===== config.mk =====
export PLATFORM = sky130hd
export DESIGN_NAME = hlc_link
export DESIGN_NICKNAME = d
export VERILOG_FILES = /design/src/rtl/hlc_link.v
export VERILOG_INCLUDE_DIRS = /design/src /design/src/rtl
export SDC_FILE = /design/constraint.sdc
export NUM_CORES = 2
export LEC_CHECK = 0
export BUFFER_PORTS_ARGS = -buffer_cell sky130_fd_sc_hd__buf_4
export CORE_MARGIN = 2
export CORE_UTILIZATION = 56
export CTS_CLUSTER_SIZE = 24
export DETAILED_ROUTE_END_ITERATION = 12
export GPL_TIMING_DRIVEN = 0
export MAX_ROUTING_LAYER = met4
export PLACE_DENSITY = 0.73
export SYNTH_ARGS = -nofsm -noshare
export SYNTH_HDL_FRONTEND = slang
export SYNTH_SLANG_ARGS = --single-unit

===== constraint.sdc =====
create_clock -name clk_sys_i -period 8.8 [get_ports clk_sys_i]
set_input_delay 0.44 -clock clk_sys_i [delete_from_list [all_inputs] [get_ports clk_sys_i]]
set_output_delay 0.44 -clock clk_sys_i [all_outputs]
set_load 0.02 [all_outputs]

===== src/rtl/hlc_link_regs.vh =====
// register map, field positions and fixed patterns of the link controller
`ifndef HLC_LINK_REGS_VH
`define HLC_LINK_REGS_VH
// -------------------------------------------------------------------------
// register offsets
// -------------------------------------------------------------------------
`define HLC_A_ADDR1    5'h10
`define HLC_A_ADDR2    5'h11
`define HLC_A_CTL1     5'h13
`define HLC_A_STAT     5'h14
`define HLC_A_CTL2     5'h15
`define HLC_A_FIFO     5'h16
`define HLC_A_BCNT     5'h17
`define HLC_A_FCS1     5'h18
`define HLC_A_FCS2     5'h19
`define HLC_A_SRST     5'h1b
// -------------------------------------------------------------------------
// control one, control two and soft reset fields
// -------------------------------------------------------------------------
`define HLC_C1_FILL    2
`define HLC_C1_FA      3
`define HLC_C1_EOP     4
`define HLC_C1_TX_ENABLE_BIT    5
`define HLC_C1_RX_ENABLE_BIT    6
`define HLC_C1_ADREC   7
`define HLC_C2_CYCLE   0
`define HLC_C2_FCSINH  1
`define HLC_C2_SEVEN   2
`define HLC_C2_LPTR    3
`define HLC_C2_LPRT    4
`define HLC_SR_BIT     0
// -------------------------------------------------------------------------
// patterns and counts
// -------------------------------------------------------------------------
`define HLC_FLAG       8'h7e
`define HLC_ABORT      8'h7f
`define HLC_GOAHEAD    8'hfe
`define HLC_ONES       8'hff
`define HLC_CRC_INIT   16'hffff
`define HLC_CRC_GOOD   16'hf0b8
`define HLC_CRC_POLY   16'h8408
`define HLC_IDLE_RUN   4'hf
`define HLC_STUFF_RUN  3'h5
`define HLC_SKIP_BITS  4'h8
`define HLC_HOLD_BITS  16'h0018
`define HLC_MIN_BITS   16'h0019
`define HLC_ABT_BITS   16'h001a
`define HLC_GOOD_BITS  16'h0020
`define HLC_FIFO_DEPTH 8'h80
`define HLC_ST_IDLE    2'h0
`define HLC_ST_DATA    2'h1
`define HLC_ST_FCS     2'h2
`define HLC_ST_CLOSE   2'h3
`endif


===== src/rtl/hlc_link.v =====
// bit-oriented packet link controller with tagged transmit and receive fifos
//
// How it works
// fifteen or more ones means idle channel
// detect go-ahead zero, seven ones, zero
// pin or soft reset clears control registers
// two loopbacks; independent transmit and receive
// receive bytes stored with two-bit tag
// transmit ones idle, or flags when fill set
// wait for data; opening flag from ones
// tag bits stored with byte, then cleared
// byte countdown tags end of packet, reloads
// send bytes, fcs, one shared closing flag
// abort tag sends 7f, then idle
// empty fifo mid-packet flags underrun, aborts
// transmit enable immediate; disable after packet
// fcs inhibit sends flags and data only
// under 25 bits dropped; 25-31 bad
// flag sync; good only if residue f0b8
// last 16 bits withheld as fcs
// first byte, and second byte unless seven-bit mode, matched against address registers
// end written pulse and end at output
// overflow stops writing until next flag
// receive disable waits for stored packet
// received fcs kept as sent, inverted
// ccitt crc, complement sent lsb first
// zero inserted after five ones, removed
// frames delimited by 7e flags
// seven ones after 26 bits aborts packet
`timescale 1ns/1ns
`include "hlc_link_regs.vh"
module hlc_link (
   input  wire       clk_sys_i,
   input  wire       resetn_i,
   input  wire [4:0] cpu_addr_i,
   input  wire [7:0] cpu_wdata_i,
   input  wire       cpu_wr_i,
   input  wire       cpu_rd_i,
   input  wire       rx_data_i,
   input  wire       rx_bit_clk_i,
   input  wire       tx_bit_clk_i,
   output reg  [7:0] cpu_rdata_o,
   output reg        tx_data_o,
   output reg        rx_end_written_o,
   output reg        rx_end_at_output_o
);
// -------------------------------------------------------------------------
// functions
// -------------------------------------------------------------------------
function [15:0] crc_step;
   input [15:0] c;
   input        b;
   begin
      crc_step = (c[0] ^ b) ? ((c >> 1) ^ `HLC_CRC_POLY) : (c >> 1);
   end
endfunction
function [15:0] rev16;
   input [15:0] v;
   integer      i;
   begin
      for (i = 0; i < 16; i = i + 1) begin
         rev16[i] = v[15 - i];
      end
   end
endfunction
function addr_ok;
   input [7:0] b;
   input [7:0] r;
   input       sev;
   begin
      addr_ok = !r[0] || (sev ? (r[7:1] == b[6:0]) : (r[7:1] == b[7:1]));
   end
endfunction
// -------------------------------------------------------------------------
// reset release, pin synchronisers and soft reset
// -------------------------------------------------------------------------
reg        rst_s1_reg, rst_n_reg;
reg  [2:0] rxc_reg, txc_reg;
reg  [1:0] rxd_reg;
reg        srst_reg;
always @(posedge clk_sys_i or negedge resetn_i) begin
   if (!resetn_i) begin
      rst_s1_reg <= 1'b0;
      rst_n_reg  <= 1'b0;
   end else begin
      rst_s1_reg <= 1'b1;
      rst_n_reg  <= rst_s1_reg;
   end
end
always @(posedge clk_sys_i or negedge rst_n_reg) begin
   if (!rst_n_reg) begin
      rxc_reg <= 3'h0;
      txc_reg <= 3'h0;
      rxd_reg <= 2'h0;
   end else begin
      rxc_reg <= {rxc_reg[1:0], rx_bit_clk_i};
      txc_reg <= {txc_reg[1:0], tx_bit_clk_i};
      rxd_reg <= {rxd_reg[0], rx_data_i};
   end
end
// the edge detectors look only at the second and third stages
wire       rx_pin_tick = rxc_reg[1] & ~rxc_reg[2];
wire       tx_tick     = txc_reg[1] & ~txc_reg[2];
wire       cpu_wr_fifo = cpu_wr_i && cpu_addr_i == `HLC_A_FIFO;
wire       cpu_rd_fifo = cpu_rd_i && cpu_addr_i == `HLC_A_FIFO;
// -------------------------------------------------------------------------
// state declarations
// -------------------------------------------------------------------------
reg  [7:0] addr1_reg, addr2_reg, ctl1_reg, ctl2_reg, bcnt_reg, bload_reg;
reg [15:0] rx_fcs_reg;
reg        ovf_reg, ga_reg, und_reg;
reg  [9:0] txf [0:127];
reg  [6:0] txw_reg, txr_reg;
reg  [7:0] txn_reg;
reg  [9:0] rxf [0:127];
reg  [6:0] rxw_reg, rxr_reg;
reg  [7:0] rxn_reg;
reg        rwe_reg;
reg  [9:0] rwd_reg;
reg  [1:0] tst_reg;
reg [15:0] tsh_reg, tcrc_reg;
reg  [4:0] tlen_reg;
reg  [1:0] tkind_reg;
reg  [2:0] tones_reg;
reg        tlast_flag_reg;
reg  [7:0] h_reg;
reg  [3:0] rones_reg, skip_reg;
reg  [2:0] oones_reg;
reg        in_frame_reg, wrote_reg, pend_v_reg, ev_close_reg, ev_abort_reg;
reg  [7:0] pend_reg;
reg [23:0] d24_reg;
reg [15:0] rbits_reg, rcrc_reg;
wire       tx_en   = ctl1_reg[`HLC_C1_TX_ENABLE_BIT];
wire       tx_run  = tx_en | (tst_reg != `HLC_ST_IDLE);
wire       rx_run  = ctl1_reg[`HLC_C1_RX_ENABLE_BIT] | (in_frame_reg & wrote_reg);
wire [9:0] rx_head = rxf[rxr_reg];
wire       rx_nemp = rxn_reg != 8'h00;
// -------------------------------------------------------------------------
// transmitter: choice of the next unit to send
// -------------------------------------------------------------------------
reg [15:0] nx_sh;
reg  [4:0] nx_len;
reg  [1:0] nx_kind, nx_st;
reg        nx_pop, nx_und, nx_flag, take, tbit, stuff;
reg  [9:0] te;
always @* begin
   te      = txf[txr_reg];
   nx_sh   = {8'h00, ctl1_reg[`HLC_C1_FILL] ? `HLC_FLAG : `HLC_ONES};
   nx_len  = 5'h08;
   nx_kind = 2'h0;
   nx_st   = `HLC_ST_IDLE;
   nx_pop  = 1'b0;
   nx_und  = 1'b0;
   nx_flag = ctl1_reg[`HLC_C1_FILL];
   take    = 1'b0;
   case (tst_reg)
      `HLC_ST_IDLE: begin
         if (txn_reg != 8'h00 && tx_en) begin
            if (tlast_flag_reg) begin
               take = 1'b1;
            end else begin
               nx_sh   = {8'h00, `HLC_FLAG};
               nx_st   = `HLC_ST_DATA;
               nx_flag = 1'b1;
            end
         end
      end
      `HLC_ST_DATA: begin
         take = 1'b1;
      end
      `HLC_ST_FCS: begin
         nx_sh   = ~tcrc_reg;
         nx_len  = 5'h10;
         nx_kind = 2'h1;
         nx_st   = `HLC_ST_CLOSE;
      end
      default: begin
         nx_sh   = {8'h00, `HLC_FLAG};
         nx_flag = 1'b1;
      end
   endcase
   if (take) begin
      nx_flag = 1'b0;
      if (txn_reg == 8'h00) begin
         nx_sh  = {8'h00, `HLC_ABORT};
         nx_und = 1'b1;
      end else begin
         nx_pop = 1'b1;
         if (te[9]) begin
            nx_sh = {8'h00, `HLC_ABORT};
         end else begin
            nx_sh   = {8'h00, te[7:0]};
            nx_kind = 2'h2;
            if (!te[8]) begin
               nx_st = `HLC_ST_DATA;
            end else if (ctl2_reg[`HLC_C2_FCSINH]) begin
               nx_st = `HLC_ST_CLOSE;
            end else begin
               nx_st = `HLC_ST_FCS;
            end
         end
      end
   end
   stuff = tkind_reg != 2'h0 && tones_reg == `HLC_STUFF_RUN;
   tbit  = stuff ? 1'b0 : (tlen_reg == 5'h00 ? nx_sh[0] : tsh_reg[0]);
end
wire       tbit_eff = tx_run ? tbit : 1'b1;
wire       lp_tr    = ctl2_reg[`HLC_C2_LPTR];
wire       rtick    = lp_tr ? tx_tick : rx_pin_tick;
wire       rbit     = lp_tr ? tbit_eff : rxd_reg[1];
wire [7:0] hn       = {h_reg[6:0], rbit};
wire       ex       = h_reg[7];
wire [15:0] nb      = rbits_reg + 16'h0001;
wire [23:0] nd      = {ex, d24_reg[23:1]};
wire       good     = rcrc_reg == `HLC_CRC_GOOD && rbits_reg >= `HLC_GOOD_BITS;
// -------------------------------------------------------------------------
// fifo storage
// -------------------------------------------------------------------------
always @(posedge clk_sys_i) begin
   if (cpu_wr_fifo && txn_reg != `HLC_FIFO_DEPTH) begin
      txf[txw_reg] <= {ctl1_reg[`HLC_C1_FA],
                       ctl1_reg[`HLC_C1_EOP] | (bcnt_reg == 8'h01), cpu_wdata_i};
   end
   if (rwe_reg) begin
      rxf[rxw_reg] <= rwd_reg;
   end
end
// -------------------------------------------------------------------------
// registers, transmitter and receiver
// -------------------------------------------------------------------------
always @(posedge clk_sys_i or negedge rst_n_reg) begin
   if (!rst_n_reg) begin
      {addr1_reg, addr2_reg, ctl1_reg, ctl2_reg, bcnt_reg, bload_reg} <= 48'h0;
      {rx_fcs_reg, ovf_reg, ga_reg, und_reg, srst_reg} <= 20'h0;
      {txw_reg, txr_reg, txn_reg, rxw_reg, rxr_reg, rxn_reg} <= 44'h0;
      {rwe_reg, rwd_reg, tst_reg, tsh_reg, tcrc_reg} <= 45'h0;
      {tlen_reg, tkind_reg, tones_reg, tlast_flag_reg} <= 11'h0;
      {h_reg, rones_reg, skip_reg, oones_reg} <= 19'h0;
      {in_frame_reg, wrote_reg, pend_v_reg, ev_close_reg, ev_abort_reg} <= 5'h0;
      {pend_reg, d24_reg, rbits_reg, rcrc_reg} <= 64'h0;
      {cpu_rdata_o, rx_end_written_o, rx_end_at_output_o} <= 10'h0;
      tx_data_o <= 1'b1;
   end else if (srst_reg) begin
      // soft reset clears the controls, every pointer and the engine states, but not the transmit shift, receive data shift, bit count, crc and fcs registers
      {addr1_reg, addr2_reg, ctl1_reg, ctl2_reg, bcnt_reg, bload_reg} <= 48'h0;
      {ovf_reg, ga_reg, und_reg, srst_reg} <= 4'h0;
      {txw_reg, txr_reg, txn_reg, rxw_reg, rxr_reg, rxn_reg} <= 44'h0;
      {rwe_reg, tst_reg, tlen_reg, tkind_reg, tones_reg, tlast_flag_reg} <= 14'h0;
      {in_frame_reg, wrote_reg, pend_v_reg, ev_close_reg, ev_abort_reg} <= 5'h0;
      {skip_reg, rones_reg, oones_reg, h_reg} <= 19'h0;
      {rx_end_written_o, rx_end_at_output_o} <= 2'h0;
      tx_data_o <= 1'b1;
   end else begin
      rwe_reg          <= 1'b0;
      rx_end_written_o <= 1'b0;
      // ---- register writes
      if (cpu_wr_i) begin
         if (cpu_addr_i == `HLC_A_ADDR1) begin
            addr1_reg <= cpu_wdata_i;
         end else if (cpu_addr_i == `HLC_A_ADDR2) begin
            addr2_reg <= cpu_wdata_i;
         end else if (cpu_addr_i == `HLC_A_CTL1) begin
            ctl1_reg <= cpu_wdata_i;
         end else if (cpu_addr_i == `HLC_A_CTL2) begin
            ctl2_reg <= cpu_wdata_i;
         end else if (cpu_addr_i == `HLC_A_BCNT) begin
            bcnt_reg  <= cpu_wdata_i;
            bload_reg <= cpu_wdata_i;
         end else if (cpu_addr_i == `HLC_A_SRST) begin
            srst_reg <= cpu_wdata_i[`HLC_SR_BIT];
         end
      end
      if (cpu_wr_fifo && txn_reg != `HLC_FIFO_DEPTH) begin
         txw_reg <= txw_reg + 7'h01;
         ctl1_reg[`HLC_C1_EOP] <= 1'b0;
         ctl1_reg[`HLC_C1_FA]  <= 1'b0;
         if (bcnt_reg == 8'h01 && ctl2_reg[`HLC_C2_CYCLE]) begin
            bcnt_reg <= bload_reg;
         end else if (bcnt_reg != 8'h00) begin
            bcnt_reg <= bcnt_reg - 8'h01;
         end
      end
      // ---- register reads; a read of the data port pops the receive side
      if (cpu_rd_i) begin
         if (cpu_addr_i == `HLC_A_ADDR1) begin
            cpu_rdata_o <= addr1_reg;
         end else if (cpu_addr_i == `HLC_A_ADDR2) begin
            cpu_rdata_o <= addr2_reg;
         end else if (cpu_addr_i == `HLC_A_CTL1) begin
            cpu_rdata_o <= ctl1_reg;
         end else if (cpu_addr_i == `HLC_A_STAT) begin
            cpu_rdata_o <= {rx_nemp ? rx_head[9:8] : 2'h0, ~rx_nemp, ovf_reg,
                            ga_reg, rones_reg == `HLC_IDLE_RUN, und_reg, txn_reg == 8'h00};
         end else if (cpu_addr_i == `HLC_A_CTL2) begin
            cpu_rdata_o <= ctl2_reg;
         end else if (cpu_addr_i == `HLC_A_FIFO) begin
            cpu_rdata_o <= rx_nemp ? rx_head[7:0] : 8'h00;
         end else if (cpu_addr_i == `HLC_A_BCNT) begin
            cpu_rdata_o <= bcnt_reg;
         end else if (cpu_addr_i == `HLC_A_FCS1) begin
            cpu_rdata_o <= rx_fcs_reg[15:8];
         end else if (cpu_addr_i == `HLC_A_FCS2) begin
            cpu_rdata_o <= rx_fcs_reg[7:0];
         end else begin
            cpu_rdata_o <= 8'h00;
         end
      end
      // sticky status clears on a status read unless set again this cycle
      if (cpu_rd_i && cpu_addr_i == `HLC_A_STAT) begin
         {ovf_reg, ga_reg, und_reg} <= 3'h0;
      end
      if (cpu_rd_fifo && rx_nemp) begin
         rxr_reg <= rxr_reg + 7'h01;
      end
      rxn_reg <= rxn_reg + {7'h00, rwe_reg} - {7'h00, cpu_rd_fifo && rx_nemp};
      if (rwe_reg) begin
         rxw_reg <= rxw_reg + 7'h01;
      end
      rx_end_at_output_o <= rx_nemp && rx_head[9];
      // ---- transmitter, one bit per transmit tick
      txn_reg <= txn_reg + {7'h00, cpu_wr_fifo && txn_reg != `HLC_FIFO_DEPTH}
                 - {7'h00, tx_tick && tx_run && !stuff && tlen_reg == 5'h00 && nx_pop};
      if (tx_tick) begin
         tx_data_o <= ctl2_reg[`HLC_C2_LPRT] ? rxd_reg[1] : tbit_eff;
      end
      if (tx_tick && tx_run) begin
         if (stuff) begin
            tones_reg <= 3'h0;
         end else begin
            if (tlen_reg == 5'h00) begin
               tsh_reg        <= nx_sh >> 1;
               tlen_reg       <= nx_len - 5'h01;
               tkind_reg      <= nx_kind;
               tst_reg        <= nx_st;
               tlast_flag_reg <= nx_flag;
               if (nx_pop) begin
                  txr_reg <= txr_reg + 7'h01;
               end
               if (nx_und) begin
                  und_reg <= 1'b1;
               end
               tcrc_reg  <= (nx_kind == 2'h0) ? `HLC_CRC_INIT :
                            (nx_kind == 2'h2) ? crc_step(tcrc_reg, tbit) : tcrc_reg;
               // a run of ones carries on across a unit boundary inside the frame
               tones_reg <= (nx_kind == 2'h0 || !tbit) ? 3'h0 : (tkind_reg == 2'h0 ? 3'h1 : tones_reg + 3'h1);
            end else begin
               tsh_reg   <= tsh_reg >> 1;
               tlen_reg  <= tlen_reg - 5'h01;
               tcrc_reg  <= (tkind_reg == 2'h2) ? crc_step(tcrc_reg, tbit) : tcrc_reg;
               tones_reg <= tbit ? tones_reg + 3'h1 : 3'h0;
            end
         end
      end
      // ---- receiver, one raw bit per receive tick
      if (rtick && rx_run) begin
         h_reg     <= hn;
         rones_reg <= !rbit ? 4'h0 : (rones_reg == `HLC_IDLE_RUN ? rones_reg : rones_reg + 4'h1);
         if (ex == 1'b0 && hn == `HLC_GOAHEAD) begin
            ga_reg <= 1'b1;
         end
         if (hn == `HLC_FLAG) begin
            ev_close_reg <= 1'b1;
            skip_reg     <= `HLC_SKIP_BITS;
         end else if (hn == `HLC_ABORT && in_frame_reg) begin
            ev_abort_reg <= 1'b1;
            skip_reg     <= `HLC_SKIP_BITS;
         end else if (skip_reg != 4'h0) begin
            skip_reg <= skip_reg - 4'h1;
         end
         if (skip_reg != 4'h0) begin
            oones_reg <= 3'h0;
         end else begin
            oones_reg <= !ex ? 3'h0 : (oones_reg == 3'h7 ? oones_reg : oones_reg + 3'h1);
            if (in_frame_reg && !(ex == 1'b0 && oones_reg == `HLC_STUFF_RUN)) begin
               rcrc_reg  <= crc_step(rcrc_reg, ex);
               d24_reg   <= nd;
               rbits_reg <= nb;
               if (nb[2:0] == 3'h0 && nb >= `HLC_HOLD_BITS) begin
                  if (ctl1_reg[`HLC_C1_ADREC] &&
                      ((nb == `HLC_HOLD_BITS && !addr_ok(nd[7:0], addr1_reg, ctl2_reg[`HLC_C2_SEVEN])) ||
                       (nb == `HLC_GOOD_BITS && !ctl2_reg[`HLC_C2_SEVEN] &&
                        !addr_ok(nd[7:0], addr2_reg, 1'b0)))) begin
                     in_frame_reg <= 1'b0;
                     pend_v_reg   <= 1'b0;
                  end else begin
                     pend_reg   <= nd[7:0];
                     pend_v_reg <= 1'b1;
                     if (pend_v_reg) begin
                        if (rxn_reg == `HLC_FIFO_DEPTH) begin
                           ovf_reg      <= 1'b1;
                           in_frame_reg <= 1'b0;
                        end else begin
                           rwe_reg   <= 1'b1;
                           rwd_reg   <= {2'h0, pend_reg};
                           wrote_reg <= 1'b1;
                        end
                     end
                  end
               end
            end
         end
      end else if (ev_close_reg || ev_abort_reg) begin
         ev_close_reg <= 1'b0;
         ev_abort_reg <= 1'b0;
         if (in_frame_reg && pend_v_reg &&
             rbits_reg >= (ev_abort_reg ? `HLC_ABT_BITS : `HLC_MIN_BITS)) begin
            if (rxn_reg == `HLC_FIFO_DEPTH) begin
               ovf_reg <= 1'b1;
            end else begin
               rwe_reg          <= 1'b1;
               rwd_reg          <= {1'b1, ev_abort_reg | ~good, pend_reg};
               rx_end_written_o <= 1'b1;
            end
         end
         if (in_frame_reg && ev_close_reg) begin
            rx_fcs_reg <= rev16(d24_reg[23:8]);
         end
         // a new frame only starts on a flag and only while enabled
         in_frame_reg <= ev_close_reg & ctl1_reg[`HLC_C1_RX_ENABLE_BIT];
         wrote_reg    <= 1'b0;
         pend_v_reg   <= 1'b0;
         rbits_reg    <= 16'h0000;
         rcrc_reg     <= `HLC_CRC_INIT;
      end
   end
end
endmodule


==> metrics <==
outcome finished with violations; violated checks capacitance limit, slew limit; die area 205000 µm²; Post-Route WL 323000 µm; Worst Setup SP txr_reg[1]$_DFFE_PN0P_; # setup viols final 0; Final WS setup 3.00 ns; Syn Area/Cell 20.3 µm²; Reg2Reg Depth 14; IO Pins 31; PwrDens 244 nW/µm²; Core Rows 164; reg2reg setup slack 3.00 ns; post-synthesis compound-gate area fraction 2.26%; XOR/XNOR share of the synthesized area 0.548%; minimum clock period 5.80 ns; yosys warns 0; vias in the first global route 58900; biggest area consumer among synthesized cells edfxtp_1; most instantiated library cell after synthesis edfxtp_1; 1st-iter DRT viols 9305; Core Box Area 200000 µm²; synthesized instance count 5552; worst hold path depth 5; Crit Path Category reg2reg; final hold viol count 0; number of clock sinks 2835; clk slew on worst S/H paths 0.06 ns; Post-Synth Adder-Cell Area 0.580%; flops & latches, synth 2835; vias per cell 6.84; worst path required time 9.58 ns; Die X 452 µm; final core occ 63.2%; DR vias 60200; H-tree depth 5; worst slack, placed 3.09 ns; RR Startpoint txr_reg[1]$_DFFE_PN0P_; port bufs 29; RePlAce Congestion 0.984; Worst Skew 0.0805 ns; P&R area growth vs syn 12.1%; Leak 0.0365 µW; Die Y 452 µm; fin crit share 65.9%; Worst setup endpoint tsh_reg[2]$_DFFE_PN0P_; most instantiated cells after synthesis edfxtp_1 (2560), mux4_2 (800), nor2_1 (391); largest family of logic cells by synthesized area multiplexers; ANT nets after route 0; sequential-to-total area share from yosys stat 74.4%; postcts setup bufs 0; DPL Wire Length 203000 µm; Yosys cell types 84; clock root buffer clkbuf_16; TritonCTS clock tree built; first-pass GRT wire length 451000 µm; final layout net count 5992; CP arrival 6.58 ns; share of the synthesized area in the top cell type 68.3%; HP Class in2reg; grt ovf 0; max-slew violations 77; layout cells sized above 1 24.0%; routed len/inst 36.7 µm; Total GRT Usage 32.7%; DR pass1 iterations 9; maximum clock path buffer count 4; simple-gate share of the synthesized area 3.64%; Async SR Flop Fraction 9.70%; Max-Cap Viols 7; Crit Path Max Fanout 10; RR Endpoint tsh_reg[2]$_DFFE_PN0P_; Netlist Area Pre-Place 113000 µm²; Worst Tran Pin Value 1.65 ns; residual DRC count 0; multiplexer area fraction after synthesis 17.2%; top area cells in the synthesized netlist edfxtp_1 (68%), mux4_2 (16%), dfrtp_1 (6.1%); Setup crit end kind flop; largest net degree at the start of global routing 136; Startpoint Class flop; Num CTS Buffers 298; max frequency 0.172 GHz; initial antenna violation count 9; RSZ-0062 raised after global routing no; EDFF count, synth 2560; initial core utilization 56.4%; Top FF cell, synth edfxtp_1; Slew headroom -9.99%; Worst-Skew Late Latency 0.95 ns; Syn Nets 5623; Peak VDD IR 0.205 mV
[cell usage in the layout, fill, tap and decap left out, drive strengths merged, types with 12 or more instances in the layout]
| cell type | count |
|---|---|
| o21ai | 69 |
| xor2 | 32 |
| dlygate4sd3 | 13 |
| mux4 | 800 |
| nand2 | 301 |
| nand3 | 62 |
| buf | 198 |
| o31ai | 14 |
| and2 | 12 |
| a221oi | 12 |
| nor3 | 40 |
| a211oi | 16 |
| dfrtp | 274 |
| mux2i | 68 |
| edfxtp | 2560 |
| clkinv | 101 |
| inv | 56 |
| clkbuf | 533 |
| nand4 | 15 |
| mux2 | 62 |
| nor2 | 391 |
| o221ai | 12 |
| nor4 | 12 |
| xnor2 | 33 |
| a21oi | 119 |
| nor2b | 29 |
| diode | 13 |
| a31oi | 13 |
| o22a | 32 |
| ha | 49 |
| bufinv | 18 |
| and3 | 16 |
[power breakdown]
part / total [µW] / internal [µW] / switching, µW
Combinational: 3800 / 1330 / 2460
Clock: 12000 / 6940 / 5100
Sequential: 15000 / 14800 / 199
[timing repair]
action / 4_1_cts / 5_1_grt
hold endpoints to repair: 7 / 154
hold buffers: 6 / 7
resized for setup: 0 / 0
[layout make-up]
type                       count  area (µm²)
timing repair buffer          69        1060
buffer                       298        1400
clock buffer                 377        8020
multi-input combinational   2367       27300
fill                       13200       73600
inverter                      52         195
tap                         2656        3320
sequential                  2835       83800
antenna                       13        32.5
clock inverter               127        1060
[layer usage]
layer / wire length (µm) / GRT usage (%) / up-vias
met2: 152000 / 49.2 / 4288
met1: 114000 / 42.3 / 31600
met5: 0 / - / -
met4: 20100 / 16.7 / 0
met3: 36700 / 7.70 / 880
li1: - / - / 23400
[kinds of logic (layout without fill, tap and decap cells)]
group / Yosys count / after routing
flip-flops: 2835 / 2835
AND/OR/NAND/NOR: 937 / 937
multiplexers: 930 / 930
AO/OA/AOI/OAI: 381 / 381
buffers and inverters: 350 / 923
XOR/XNOR: 67 / 67
adder cells (fa/ha/maj): 51 / 51
other: 1 / 14
[worst max-delay path: stages (launching register included)]
cell     delay (ns)
dfrtp_1        0.35
buf_2          0.34
buf_4          0.32
buf_2          0.49
buf_2          0.34
buf_2          0.43
buf_1          0.89
mux4_2         0.44
mux4_2         0.52
mux2i_1        0.36
a21oi_1        0.16
o21ai_0        0.55
nand4_1        0.19
nand3_1        0.13
a31oi_1        0.09
[metrics by stage]
step	instances	area, µm²	hold slack, ns	total power (µW)	TNS, ns
floorplan	5552	113000	0.144	17500	0
global placement	8237	116000	0.223	18900	-795.51
detailed placement	8255	117000	0.224	19000	0
CTS	8765	126000	0.0159	30800	0
global route	8788	126000	0.0412	31600	0
finish	8794	126000	0.0615	30900	0
[how the worst min path moves through the flow]
stage                   from                         end  slack [ns]
2_1_floorplan       resetn_i         rst_n_reg$_DFF_PN0_        0.14
3_3_place_gp        resetn_i        rst_s1_reg$_DFF_PN0_        0.22
3_5_place_dp        resetn_i        rst_s1_reg$_DFF_PN0_        0.22
4_1_cts        cpu_addr_i[1]  cpu_rdata_o[7]$_DFFE_PN0P_        0.02
5_1_grt             cpu_wr_i          srst_reg$_DFF_PN0_        0.04
6_report       cpu_addr_i[1]  cpu_rdata_o[7]$_DFFE_PN0P_        0.06
(Power assumes the default switching activity.)
